File: config.mk
export PLATFORM = sky130hd
export DESIGN_NAME = rx_lane_map_and_fcs_status
export DESIGN_NICKNAME = d
export VERILOG_FILES = /design/src/rtl/lane_status_pkg.sv /design/src/rtl/rx_lane_map_and_fcs_status.sv
export SDC_FILE = /design/constraint.sdc
export NUM_CORES = 1
export LEC_CHECK = 0
export BUFFER_PORTS_ARGS = -buffer_cell sky130_fd_sc_hd__buf_4
export CORE_AREA = 3 3 243 245
export CTS_CLUSTER_DIAMETER = 100
export DETAILED_ROUTE_END_ITERATION = 16
export DIE_AREA = 0 0 246 248
export PLACE_DENSITY = 0.67
export REMOVE_ABC_BUFFERS = 1
export SLEW_MARGIN = 20
export SYNTH_ARGS = -nofsm -noshare
export SYNTH_HDL_FRONTEND = slang
export SYNTH_SLANG_ARGS = --single-unit
File: constraint.sdc
create_clock -name aclk -period 4.6 [get_ports aclk]
set_input_delay 0.92 -clock aclk [delete_from_list [all_inputs] [get_ports aclk]]
set_output_delay 0.92 -clock aclk [all_outputs]
set_load 0.05 [all_outputs]
File: src/rtl/lane_status_pkg.sv
/*
  Shared constants and carrier types for the receive lane map and
  checksum status block.
  Assumes a 32-bit AXI4-Lite register bus and same-clock upstream logic.
*/
package lane_status_pkg;

  // ----------------------------------------------------------------
  // Lane and count geometry
  // ----------------------------------------------------------------
  localparam int unsigned PCS_LANES   = 20;
  localparam int unsigned LANE_IDX_W  = 5;
  localparam int unsigned COUNT_W     = 4;
  localparam int unsigned SEGMENTS    = 4;
  localparam int unsigned FCS_W       = 32;
  localparam int unsigned TOTAL_W     = 32;

  // ----------------------------------------------------------------
  // Register map (byte addresses)
  // ----------------------------------------------------------------
  localparam int unsigned  ADDR_W          = 8;
  localparam int unsigned  DATA_W          = 32;
  localparam logic [7:0]   CTRL_ADDR       = 8'h00;
  localparam logic [7:0]   LOCK_ADDR       = 8'h04;
  localparam logic [7:0]   DEMUX_ADDR      = 8'h08;
  localparam logic [7:0]   FAIL_TOT_ADDR   = 8'h0c;
  localparam logic [7:0]   INV_TOT_ADDR    = 8'h10;
  localparam logic [7:0]   LANE_MAP_BASE   = 8'h40;
  localparam int unsigned  CTRL_REPORT_BIT = 0;
  localparam int unsigned  CTRL_CLEAR_BIT  = 1;
  localparam logic         CTRL_REPORT_RST = 1'b1;
  localparam logic [1:0]   RESP_OKAY       = 2'b00;
  localparam logic [1:0]   RESP_SLVERR     = 2'b10;

  // ----------------------------------------------------------------
  // Carrier types
  // ----------------------------------------------------------------
  // Lane marker seen on one physical lane, naming its PCS lane
  typedef struct packed {
    logic                  hit;
    logic [LANE_IDX_W-1:0] pcs_lane;
  } marker_type;

  // Frame end on one datapath segment with received and computed FCS
  typedef struct packed {
    logic             frame_end;
    logic [FCS_W-1:0] fcs_rx;
    logic [FCS_W-1:0] fcs_calc;
  } fcs_end_type;

  typedef logic [PCS_LANES-1:0][LANE_IDX_W-1:0] lane_map_type;

endpackage

File: src/rtl/rx_lane_map_and_fcs_status.sv
/*
  Receive status block: PCS lane to physical lane map, per-lane demux
  status, and per-cycle counts of frames ending with a wrong or an
  inverted checksum, plus an AXI4-Lite register slave.
  Assumes lane-marker detection, lock detection and FCS computation
  sit upstream on the same clock and present their results as inputs.
*/
`timescale 1ns/100ps

module rx_lane_map_and_fcs_status
  import lane_status_pkg::*;
#(
  parameter int unsigned NUM_SEGMENTS = lane_status_pkg::SEGMENTS
) (
  // Clock and reset
  input  wire logic                                 aclk,
  input  wire logic                                 aresetn,
  // Upstream lane marker and lock inputs
  input  wire lane_status_pkg::marker_type [lane_status_pkg::PCS_LANES-1:0] marker_in,
  input  wire logic [lane_status_pkg::PCS_LANES-1:0] rx_lane_marker_lock,
  // Upstream frame end checksum inputs
  input  wire lane_status_pkg::fcs_end_type [NUM_SEGMENTS-1:0] fcs_in,
  // Status outputs
  output lane_status_pkg::lane_map_type              rx_pcs_lane_physical_index,
  output logic [lane_status_pkg::PCS_LANES-1:0]      rx_lane_demux_ok,
  output logic [lane_status_pkg::COUNT_W-1:0]        rx_checksum_fail_count,
  output logic [lane_status_pkg::COUNT_W-1:0]        rx_checksum_inverted_count,
  // AXI4-Lite write channels
  input  wire logic [lane_status_pkg::ADDR_W-1:0]    s_axi_awaddr,
  input  wire logic                                 s_axi_awvalid,
  output logic                                      s_axi_awready,
  input  wire logic [lane_status_pkg::DATA_W-1:0]    s_axi_wdata,
  input  wire logic [3:0]                           s_axi_wstrb,
  input  wire logic                                 s_axi_wvalid,
  output logic                                      s_axi_wready,
  output logic [1:0]                                s_axi_bresp,
  output logic                                      s_axi_bvalid,
  input  wire logic                                 s_axi_bready,
  // AXI4-Lite read channels
  input  wire logic [lane_status_pkg::ADDR_W-1:0]    s_axi_araddr,
  input  wire logic                                 s_axi_arvalid,
  output logic                                      s_axi_arready,
  output logic [lane_status_pkg::DATA_W-1:0]         s_axi_rdata,
  output logic [1:0]                                s_axi_rresp,
  output logic                                      s_axi_rvalid,
  input  wire logic                                 s_axi_rready
);
  import lane_status_pkg::*;

  // ----------------------------------------------------------------
  // Elaboration checks
  // ----------------------------------------------------------------
  // Every segment may end a frame in one cycle; the count must hold it
  if (NUM_SEGMENTS < 1 || NUM_SEGMENTS > (2**COUNT_W) - 1) begin : g_bad_segments
    $error("NUM_SEGMENTS does not fit the count output width");
  end

  // ----------------------------------------------------------------
  // Functions
  // ----------------------------------------------------------------
  // Saturating add of a per-cycle count to a running total
  function automatic logic [TOTAL_W-1:0] sat_add(input logic [TOTAL_W-1:0] total,
                                                 input logic [COUNT_W-1:0] inc);
    logic [TOTAL_W:0] sum;
    sum = {1'b0, total} + {{(TOTAL_W+1-COUNT_W){1'b0}}, inc};
    sat_add = sum[TOTAL_W] ? '1 : sum[TOTAL_W-1:0];
  endfunction

  // True when the address lies in the lane map window
  function automatic logic in_lane_map(input logic [ADDR_W-1:0] addr);
    logic [ADDR_W-1:0] off;
    off = addr - LANE_MAP_BASE;
    in_lane_map = (addr >= LANE_MAP_BASE) && (off[1:0] == 2'b00)
                  && (off[ADDR_W-1:2] < PCS_LANES[ADDR_W-3:0]);
  endfunction

  // ----------------------------------------------------------------
  // State
  // ----------------------------------------------------------------
  lane_map_type                 map_q, map_d;
  logic [PCS_LANES-1:0]         demux_q, demux_d;
  logic [COUNT_W-1:0]           fail_q, fail_d;
  logic [COUNT_W-1:0]           inv_q, inv_d;
  logic [TOTAL_W-1:0]           fail_tot_q, fail_tot_d;
  logic [TOTAL_W-1:0]           inv_tot_q, inv_tot_d;
  logic                         report_q, report_d;
  logic                         clear_req;

  // ----------------------------------------------------------------
  // Lane map and demux status
  // ----------------------------------------------------------------
  // A marker on physical lane p naming PCS lane v records p for v
  always_comb begin
    map_d   = map_q;
    demux_d = demux_q;
    for (int p = 0; p < PCS_LANES; p++) begin
      if (marker_in[p].hit && marker_in[p].pcs_lane < PCS_LANES[LANE_IDX_W-1:0]) begin
        map_d[marker_in[p].pcs_lane] = p[LANE_IDX_W-1:0];
        demux_d[marker_in[p].pcs_lane] = 1'b1;
      end
    end
    // Demux only stands while that lane keeps its marker lock
    demux_d = demux_d & rx_lane_marker_lock;
  end

  // ----------------------------------------------------------------
  // Checksum classification
  // ----------------------------------------------------------------
  // Each frame end is good, inverted (stomped) or wrong
  always_comb begin
    fail_d = '0;
    inv_d  = '0;
    for (int s = 0; s < NUM_SEGMENTS; s++) begin
      if (fcs_in[s].frame_end && report_q) begin
        if (fcs_in[s].fcs_rx == ~fcs_in[s].fcs_calc) begin
          inv_d = inv_d + COUNT_W'(1);
        end else if (fcs_in[s].fcs_rx != fcs_in[s].fcs_calc) begin
          fail_d = fail_d + COUNT_W'(1);
        end
      end
    end
    // Counts are rebuilt each cycle, so they last one cycle only
  end

  // Running totals; an event in the clearing cycle is kept
  always_comb begin
    fail_tot_d = sat_add(clear_req ? '0 : fail_tot_q, fail_q);
    inv_tot_d  = sat_add(clear_req ? '0 : inv_tot_q, inv_q);
  end

  // Status registers
  always_ff @(posedge aclk) begin
    if (!aresetn) begin
      map_q      <= '0;
      demux_q    <= '0;
      fail_q     <= '0;
      inv_q      <= '0;
      fail_tot_q <= '0;
      inv_tot_q  <= '0;
    end else begin
      map_q      <= map_d;
      demux_q    <= demux_d;
      fail_q     <= fail_d;
      inv_q      <= inv_d;
      fail_tot_q <= fail_tot_d;
      inv_tot_q  <= inv_tot_d;
    end
  end

  assign rx_pcs_lane_physical_index = map_q;
  assign rx_lane_demux_ok           = demux_q;
  assign rx_checksum_fail_count     = fail_q;
  assign rx_checksum_inverted_count = inv_q;

  // ----------------------------------------------------------------
  // AXI4-Lite slave
  // ----------------------------------------------------------------
  logic                 aw_held_q, aw_held_d;
  logic [ADDR_W-1:0]    aw_addr_q, aw_addr_d;
  logic                 w_held_q, w_held_d;
  logic [DATA_W-1:0]    w_data_q, w_data_d;
  logic [3:0]           w_strb_q, w_strb_d;
  logic                 awready_q, awready_d;
  logic                 wready_q, wready_d;
  logic                 bvalid_q, bvalid_d;
  logic [1:0]           bresp_q, bresp_d;
  logic                 arready_q, arready_d;
  logic                 rvalid_q, rvalid_d;
  logic [1:0]           rresp_q, rresp_d;
  logic [DATA_W-1:0]    rdata_q, rdata_d;
  logic                 do_write;
  logic [ADDR_W-1:0]    lane_off;

  // Write path: address and data held apart, write once both are in
  always_comb begin
    aw_held_d = aw_held_q;
    aw_addr_d = aw_addr_q;
    w_held_d  = w_held_q;
    w_data_d  = w_data_q;
    w_strb_d  = w_strb_q;
    bvalid_d  = bvalid_q;
    bresp_d   = bresp_q;
    report_d  = report_q;
    clear_req = 1'b0;
    do_write  = aw_held_q && w_held_q && !bvalid_q;
    if (s_axi_awvalid && awready_q) begin
      aw_held_d = 1'b1;
      aw_addr_d = s_axi_awaddr;
    end
    if (s_axi_wvalid && wready_q) begin
      w_held_d = 1'b1;
      w_data_d = s_axi_wdata;
      w_strb_d = s_axi_wstrb;
    end
    if (bvalid_q && s_axi_bready) begin
      bvalid_d = 1'b0;
    end
    if (do_write) begin
      aw_held_d = 1'b0;
      w_held_d  = 1'b0;
      bvalid_d  = 1'b1;
      bresp_d   = RESP_SLVERR;
      if (aw_addr_q == CTRL_ADDR) begin
        bresp_d = RESP_OKAY;
        if (w_strb_q[0]) begin
          report_d  = w_data_q[CTRL_REPORT_BIT];
          clear_req = w_data_q[CTRL_CLEAR_BIT];
        end
      end
    end
    awready_d = !aw_held_d && !bvalid_d;
    wready_d  = !w_held_d && !bvalid_d;
  end

  // Read path: one read at a time, answered the cycle after acceptance
  always_comb begin
    arready_d = arready_q;
    rvalid_d  = rvalid_q;
    rresp_d   = rresp_q;
    rdata_d   = rdata_q;
    lane_off  = s_axi_araddr - LANE_MAP_BASE;
    if (rvalid_q && s_axi_rready) begin
      rvalid_d = 1'b0;
    end
    if (s_axi_arvalid && arready_q) begin
      rvalid_d = 1'b1;
      rresp_d  = RESP_OKAY;
      rdata_d  = '0;
      case (s_axi_araddr)
        CTRL_ADDR:     rdata_d[CTRL_REPORT_BIT] = report_q;
        LOCK_ADDR:     rdata_d[PCS_LANES-1:0] = rx_lane_marker_lock;
        DEMUX_ADDR:    rdata_d[PCS_LANES-1:0] = demux_q;
        FAIL_TOT_ADDR: rdata_d = fail_tot_q;
        INV_TOT_ADDR:  rdata_d = inv_tot_q;
        default: begin
          if (in_lane_map(s_axi_araddr)) begin
            rdata_d[LANE_IDX_W-1:0] = map_q[lane_off[ADDR_W-1:2]];
          end else begin
            rresp_d = RESP_SLVERR;
          end
        end
      endcase
    end
    arready_d = !rvalid_d;
  end

  // Bus registers
  always_ff @(posedge aclk) begin
    if (!aresetn) begin
      aw_held_q <= 1'b0;
      aw_addr_q <= '0;
      w_held_q  <= 1'b0;
      w_data_q  <= '0;
      w_strb_q  <= '0;
      awready_q <= 1'b0;
      wready_q  <= 1'b0;
      bvalid_q  <= 1'b0;
      bresp_q   <= RESP_OKAY;
      arready_q <= 1'b0;
      rvalid_q  <= 1'b0;
      rresp_q   <= RESP_OKAY;
      rdata_q   <= '0;
      report_q  <= CTRL_REPORT_RST;
    end else begin
      aw_held_q <= aw_held_d;
      aw_addr_q <= aw_addr_d;
      w_held_q  <= w_held_d;
      w_data_q  <= w_data_d;
      w_strb_q  <= w_strb_d;
      awready_q <= awready_d;
      wready_q  <= wready_d;
      bvalid_q  <= bvalid_d;
      bresp_q   <= bresp_d;
      arready_q <= arready_d;
      rvalid_q  <= rvalid_d;
      rresp_q   <= rresp_d;
      rdata_q   <= rdata_d;
      report_q  <= report_d;
    end
  end

  assign s_axi_awready = awready_q;
  assign s_axi_wready  = wready_q;
  assign s_axi_bvalid  = bvalid_q;
  assign s_axi_bresp   = bresp_q;
  assign s_axi_arready = arready_q;
  assign s_axi_rvalid  = rvalid_q;
  assign s_axi_rresp   = rresp_q;
  assign s_axi_rdata   = rdata_q;

endmodule

==> metrics.txt <==
Clock Latency Late Sink=around 0.58 ns; initial antenna violation count=3; Clock transition at path regs=0.06 ns; fillcell total=5901; Post-Synth Adder-Cell Area=0.0121; Post-Syn Area=0.0199 mm^2; Int Power=between 4 and 5 mW; footprint of the multi-input gates=around 0.014 mm^2; Sw Pwr=~2.4 mW; Req. time, crit path=5.06 ns; per-cell routed wire length=27.3 um; clock skew=~0.022 ns; R2R Path Start=aw_addr_q[0]; synthesized flop and latch total=between 200 and 250; Simple-Gate Fraction of Synth Area=0.364; Register-to-Register Path Depth=14; crit end category=flop; largest net degree at the start of global routing=98; Starting DRT DRC Count=between 3k and 4k; full die area=just over 0.06 mm^2; global-route wire length before repair=155000 um; Core Area=0.0574 mm^2; combinational power share=0.305; final core occ=0.454; vias in the first global route=roughly 23k; max cap viols=0; post-cts sizing count=0; clk root buf=clkbuf_16; Final min period=3.93 ns; Worst slew margin=0.178; Reg2Reg Setup Slack=0.67 ns; final wirelength=roughly 110000 um; pwr dens=~250 mW/mm^2; Mapped Cells=about 2.8k; Final Power=~6.6 mW; H-Tree Depth=1; Sequential cell area=~0.0049 mm^2; Via density=~6.2; slew at the pin with the worst max-slew slack=approximately 1.2 ns; syn avg cell area=just over 7 um^2; Highest Signal Layer=met5; register area share after synthesis=0.247; CP Launch Type=flop; # setup viols final=0; HPWL after DPL=around 93000 um; Die Y=roughly 250 um; Placement Rows=~90; clock buffer count from CTS=27; ys async rst share=0; GPL Wtd Cong=1.06; Initial Util=0.347; CP Max Fanout=22; wire length on met2=50400 um; CTS tree=done; final worst-path cycle share=0.854; Ys Warns=0; DRC violations left=0; number of synthesized flops with an enable pin=0; CTS sink cnt=between 200 and 250; Final nets=3769; Synth cell types=78; mux contribution to synthesized area=0.0365; Leak=just over 10 nW; wire length on met1=40000 um; CP Launch Point=aw_addr_q[0]; post-synthesis compound-gate area fraction=0.231; Critical path destination=inv_tot_q[27]; I/O Pins=approximately 630; Synth Area in XOR/XNOR=0.0792; maximum vdd drop=slightly below 0.0003 V; status=finished, final reports clean; first-pass iteration count of the detailed router=6; Port Buffers=just under 600; Fin. Hold Viols=0; Layout area overhead=31.0%; met3 wire len=around 12000 um; Reg power frac=0.360; CP Class=reg2reg; Max Fclk=approximately 0.25 GHz; critical path arrival=roughly 4.4 ns; postcts setup bufs=0; DIE WIDTH=246 um; Max Slew Vio Count=0; via count=around 25k; share of cells above drive strength 1=0.245; R2R Path End=inv_tot_q[27]; total track usage=0.344; largest family of logic cells by synthesized area=simple AND/OR/NAND/NOR gates; worst hold path type=reg2reg; sw frac=0.363; gr ovfl total=0; Hold Buf Count CTS=0; clock power share=0.335; ANT nets after route=0; RSZ-0062 raised after global routing=no; Clock Path Buffers=3; top_reg_cell synth=dfxtp_1
==> how the worst min path moves through the flow <==
stage	from	end	slack, ns	cells after the start
after floorplan	w_strb_q[0]	w_strb_q[0]	0.43	2
after global routing	s_axi_rdata[9]	s_axi_rdata[9]	0.47	2
final	s_axi_rdata[9]	s_axi_rdata[9]	0.45	2
after detailed placement	s_axi_rdata[12]	s_axi_rdata[12]	0.45	2
after global placement	s_axi_rdata[5]	s_axi_rdata[5]	0.44	2
after CTS	s_axi_rdata[9]	s_axi_rdata[9]	0.45	2
==> routing by layer <==
layer / global-route usage / vias up
met4: 0.220 / 6
met5: 0 / -
met2: 0.566 / 1815
met3: 0.0631 / 362
li1: - / 11300
met1: 0.415 / 11600
==> layout make-up <==
type | count | share of cell area
Multi-Input combinational cell | 2349 | 0.553
Sequential cell | 245 | 0.188
Timing Repair Buffer | 635 | 0.183
Tap cell | 765 | 0.0367
Clock buffer | 38 | 0.0294
Inverter | 34 | 0.00499
Clock inverter | 11 | 0.00446
Antenna cell | 2 | 0.000192
==> critical path, cell delays in order, from the launching register on <==
cell	delay (ns)
dfxtp_1	0.31
nor4_1	0.49
nand4_1	0.37
buf_4	0.34
and2_1	0.19
ha_1	0.31
nor2b_1	0.14
o21a_1	0.23
o2111a_1	0.34
nor4b_1	0.17
buf_4	0.17
nand2b_1	0.07
buf_4	0.26
nand2_1	0.09
o311a_1	0.33
==> logic make-up after synthesis <==
| kind of cell | count (synthesis) |
|---|---|
| muxes | 35 |
| and+or+nand+nor | 1400 |
| DFF | 245 |
| other | 1 |
| buffers and inverters | 159 |
| adders and majority gates | 18 |
| AOI/OAI and AO/OA | 714 |
| xor gates and xnor gates | 180 |
==> state kept, by name, indices dropped and copies added (netlist names), 2 cells and up <==
name / count
rx_pcs_lane_physical_index: 100
fail_tot_q: 32
rx_checksum_fail_count: 4
rx_checksum_inverted_count: 4
rx_lane_demux_ok: 20
inv_tot_q: 32
s_axi_rdata: 32
w_data_q: 2
aw_addr_q: 8
==> per-stage QoR <==
stage	hold slack (ns)	setup WS (ns)	setup TNS (ns)	instance area (um^2)	cells
final	0.452	0.674	0	26100	4079
after global routing	0.470	0.429	0	26100	4077
after CTS	0.453	0.689	0	26100	4077
after detailed placement	0.447	0.181	0	25200	4028
after global placement	0.441	0.160	0	25200	4028
after floorplan	0.432	-0.505	-7.57	19400	2628
==> cell usage after synthesis, types with 8 or more instances <==
| master | number | area share |
|---|---|---|
| nand3_1 | 99 | 0.025 |
| or4_1 | 11 | 0.0042 |
| a21oi_1 | 240 | 0.060 |
| dfxtp_1 | 245 | 0.25 |
| inv_1 | 34 | 0.0064 |
| mux4_2 | 30 | 0.034 |
| or3_1 | 23 | 0.0072 |
| nand4_1 | 65 | 0.020 |
| a211oi_1 | 18 | 0.0068 |
| nor4b_1 | 10 | 0.0044 |
| nor3_1 | 73 | 0.018 |
| and2_1 | 38 | 0.012 |
| o21ai_0 | 135 | 0.034 |
| nand4b_1 | 22 | 0.0097 |
| or2_2 | 32 | 0.010 |
| o22ai_1 | 69 | 0.022 |
| buf_1 | 8 | 0.0015 |
| and3_1 | 53 | 0.017 |
| o21ba_2 | 11 | 0.0055 |
| o211ai_1 | 19 | 0.0072 |
| xor2_1 | 52 | 0.023 |
| ha_1 | 16 | 0.010 |
| o211a_1 | 10 | 0.0050 |
| or3b_2 | 38 | 0.017 |
| nor4_1 | 65 | 0.020 |
| a221oi_1 | 37 | 0.016 |
| a21o_1 | 23 | 0.0087 |
| nand3b_1 | 41 | 0.015 |
| and4_1 | 14 | 0.0062 |
| o22a_1 | 11 | 0.0048 |
| nor2b_1 | 23 | 0.0072 |
| a222oi_1 | 15 | 0.0075 |
| nand2_1 | 367 | 0.069 |
| a31oi_1 | 24 | 0.0075 |
| o21a_1 | 12 | 0.0045 |
| nor3b_1 | 35 | 0.013 |
| xnor2_1 | 128 | 0.056 |
| and3b_1 | 14 | 0.0062 |
| o221ai_1 | 11 | 0.0048 |
| clkbuf_1 | 113 | 0.021 |
| o31ai_1 | 10 | 0.0038 |
| nand2b_1 | 18 | 0.0057 |
| nor2_1 | 334 | 0.063 |
==> layout by cell type, fill, tap and decap left out, types with 69 or more instances in the layout <==
cell,instances
o21ai_0,135
nand2_1,367
a21oi_1,240
xnor2_1,128
nor3_1,73
o22ai_1,69
nand3_1,99
buf_4,634
dfxtp_1,245
nor2_1,334
==> power by group through the flow <==
stage	combinational (mW)	sequential, mW	clock (mW)
2_1_floorplan	0.727	2.64	0
3_3_place_gp	1.96	2.41	0
6_report	2.02	2.38	2.21
4_1_cts	1.97	2.37	2.23
3_5_place_dp	1.96	2.41	0
5_1_grt	2.11	2.38	2.30
Power figures use the tool's default switching activity.
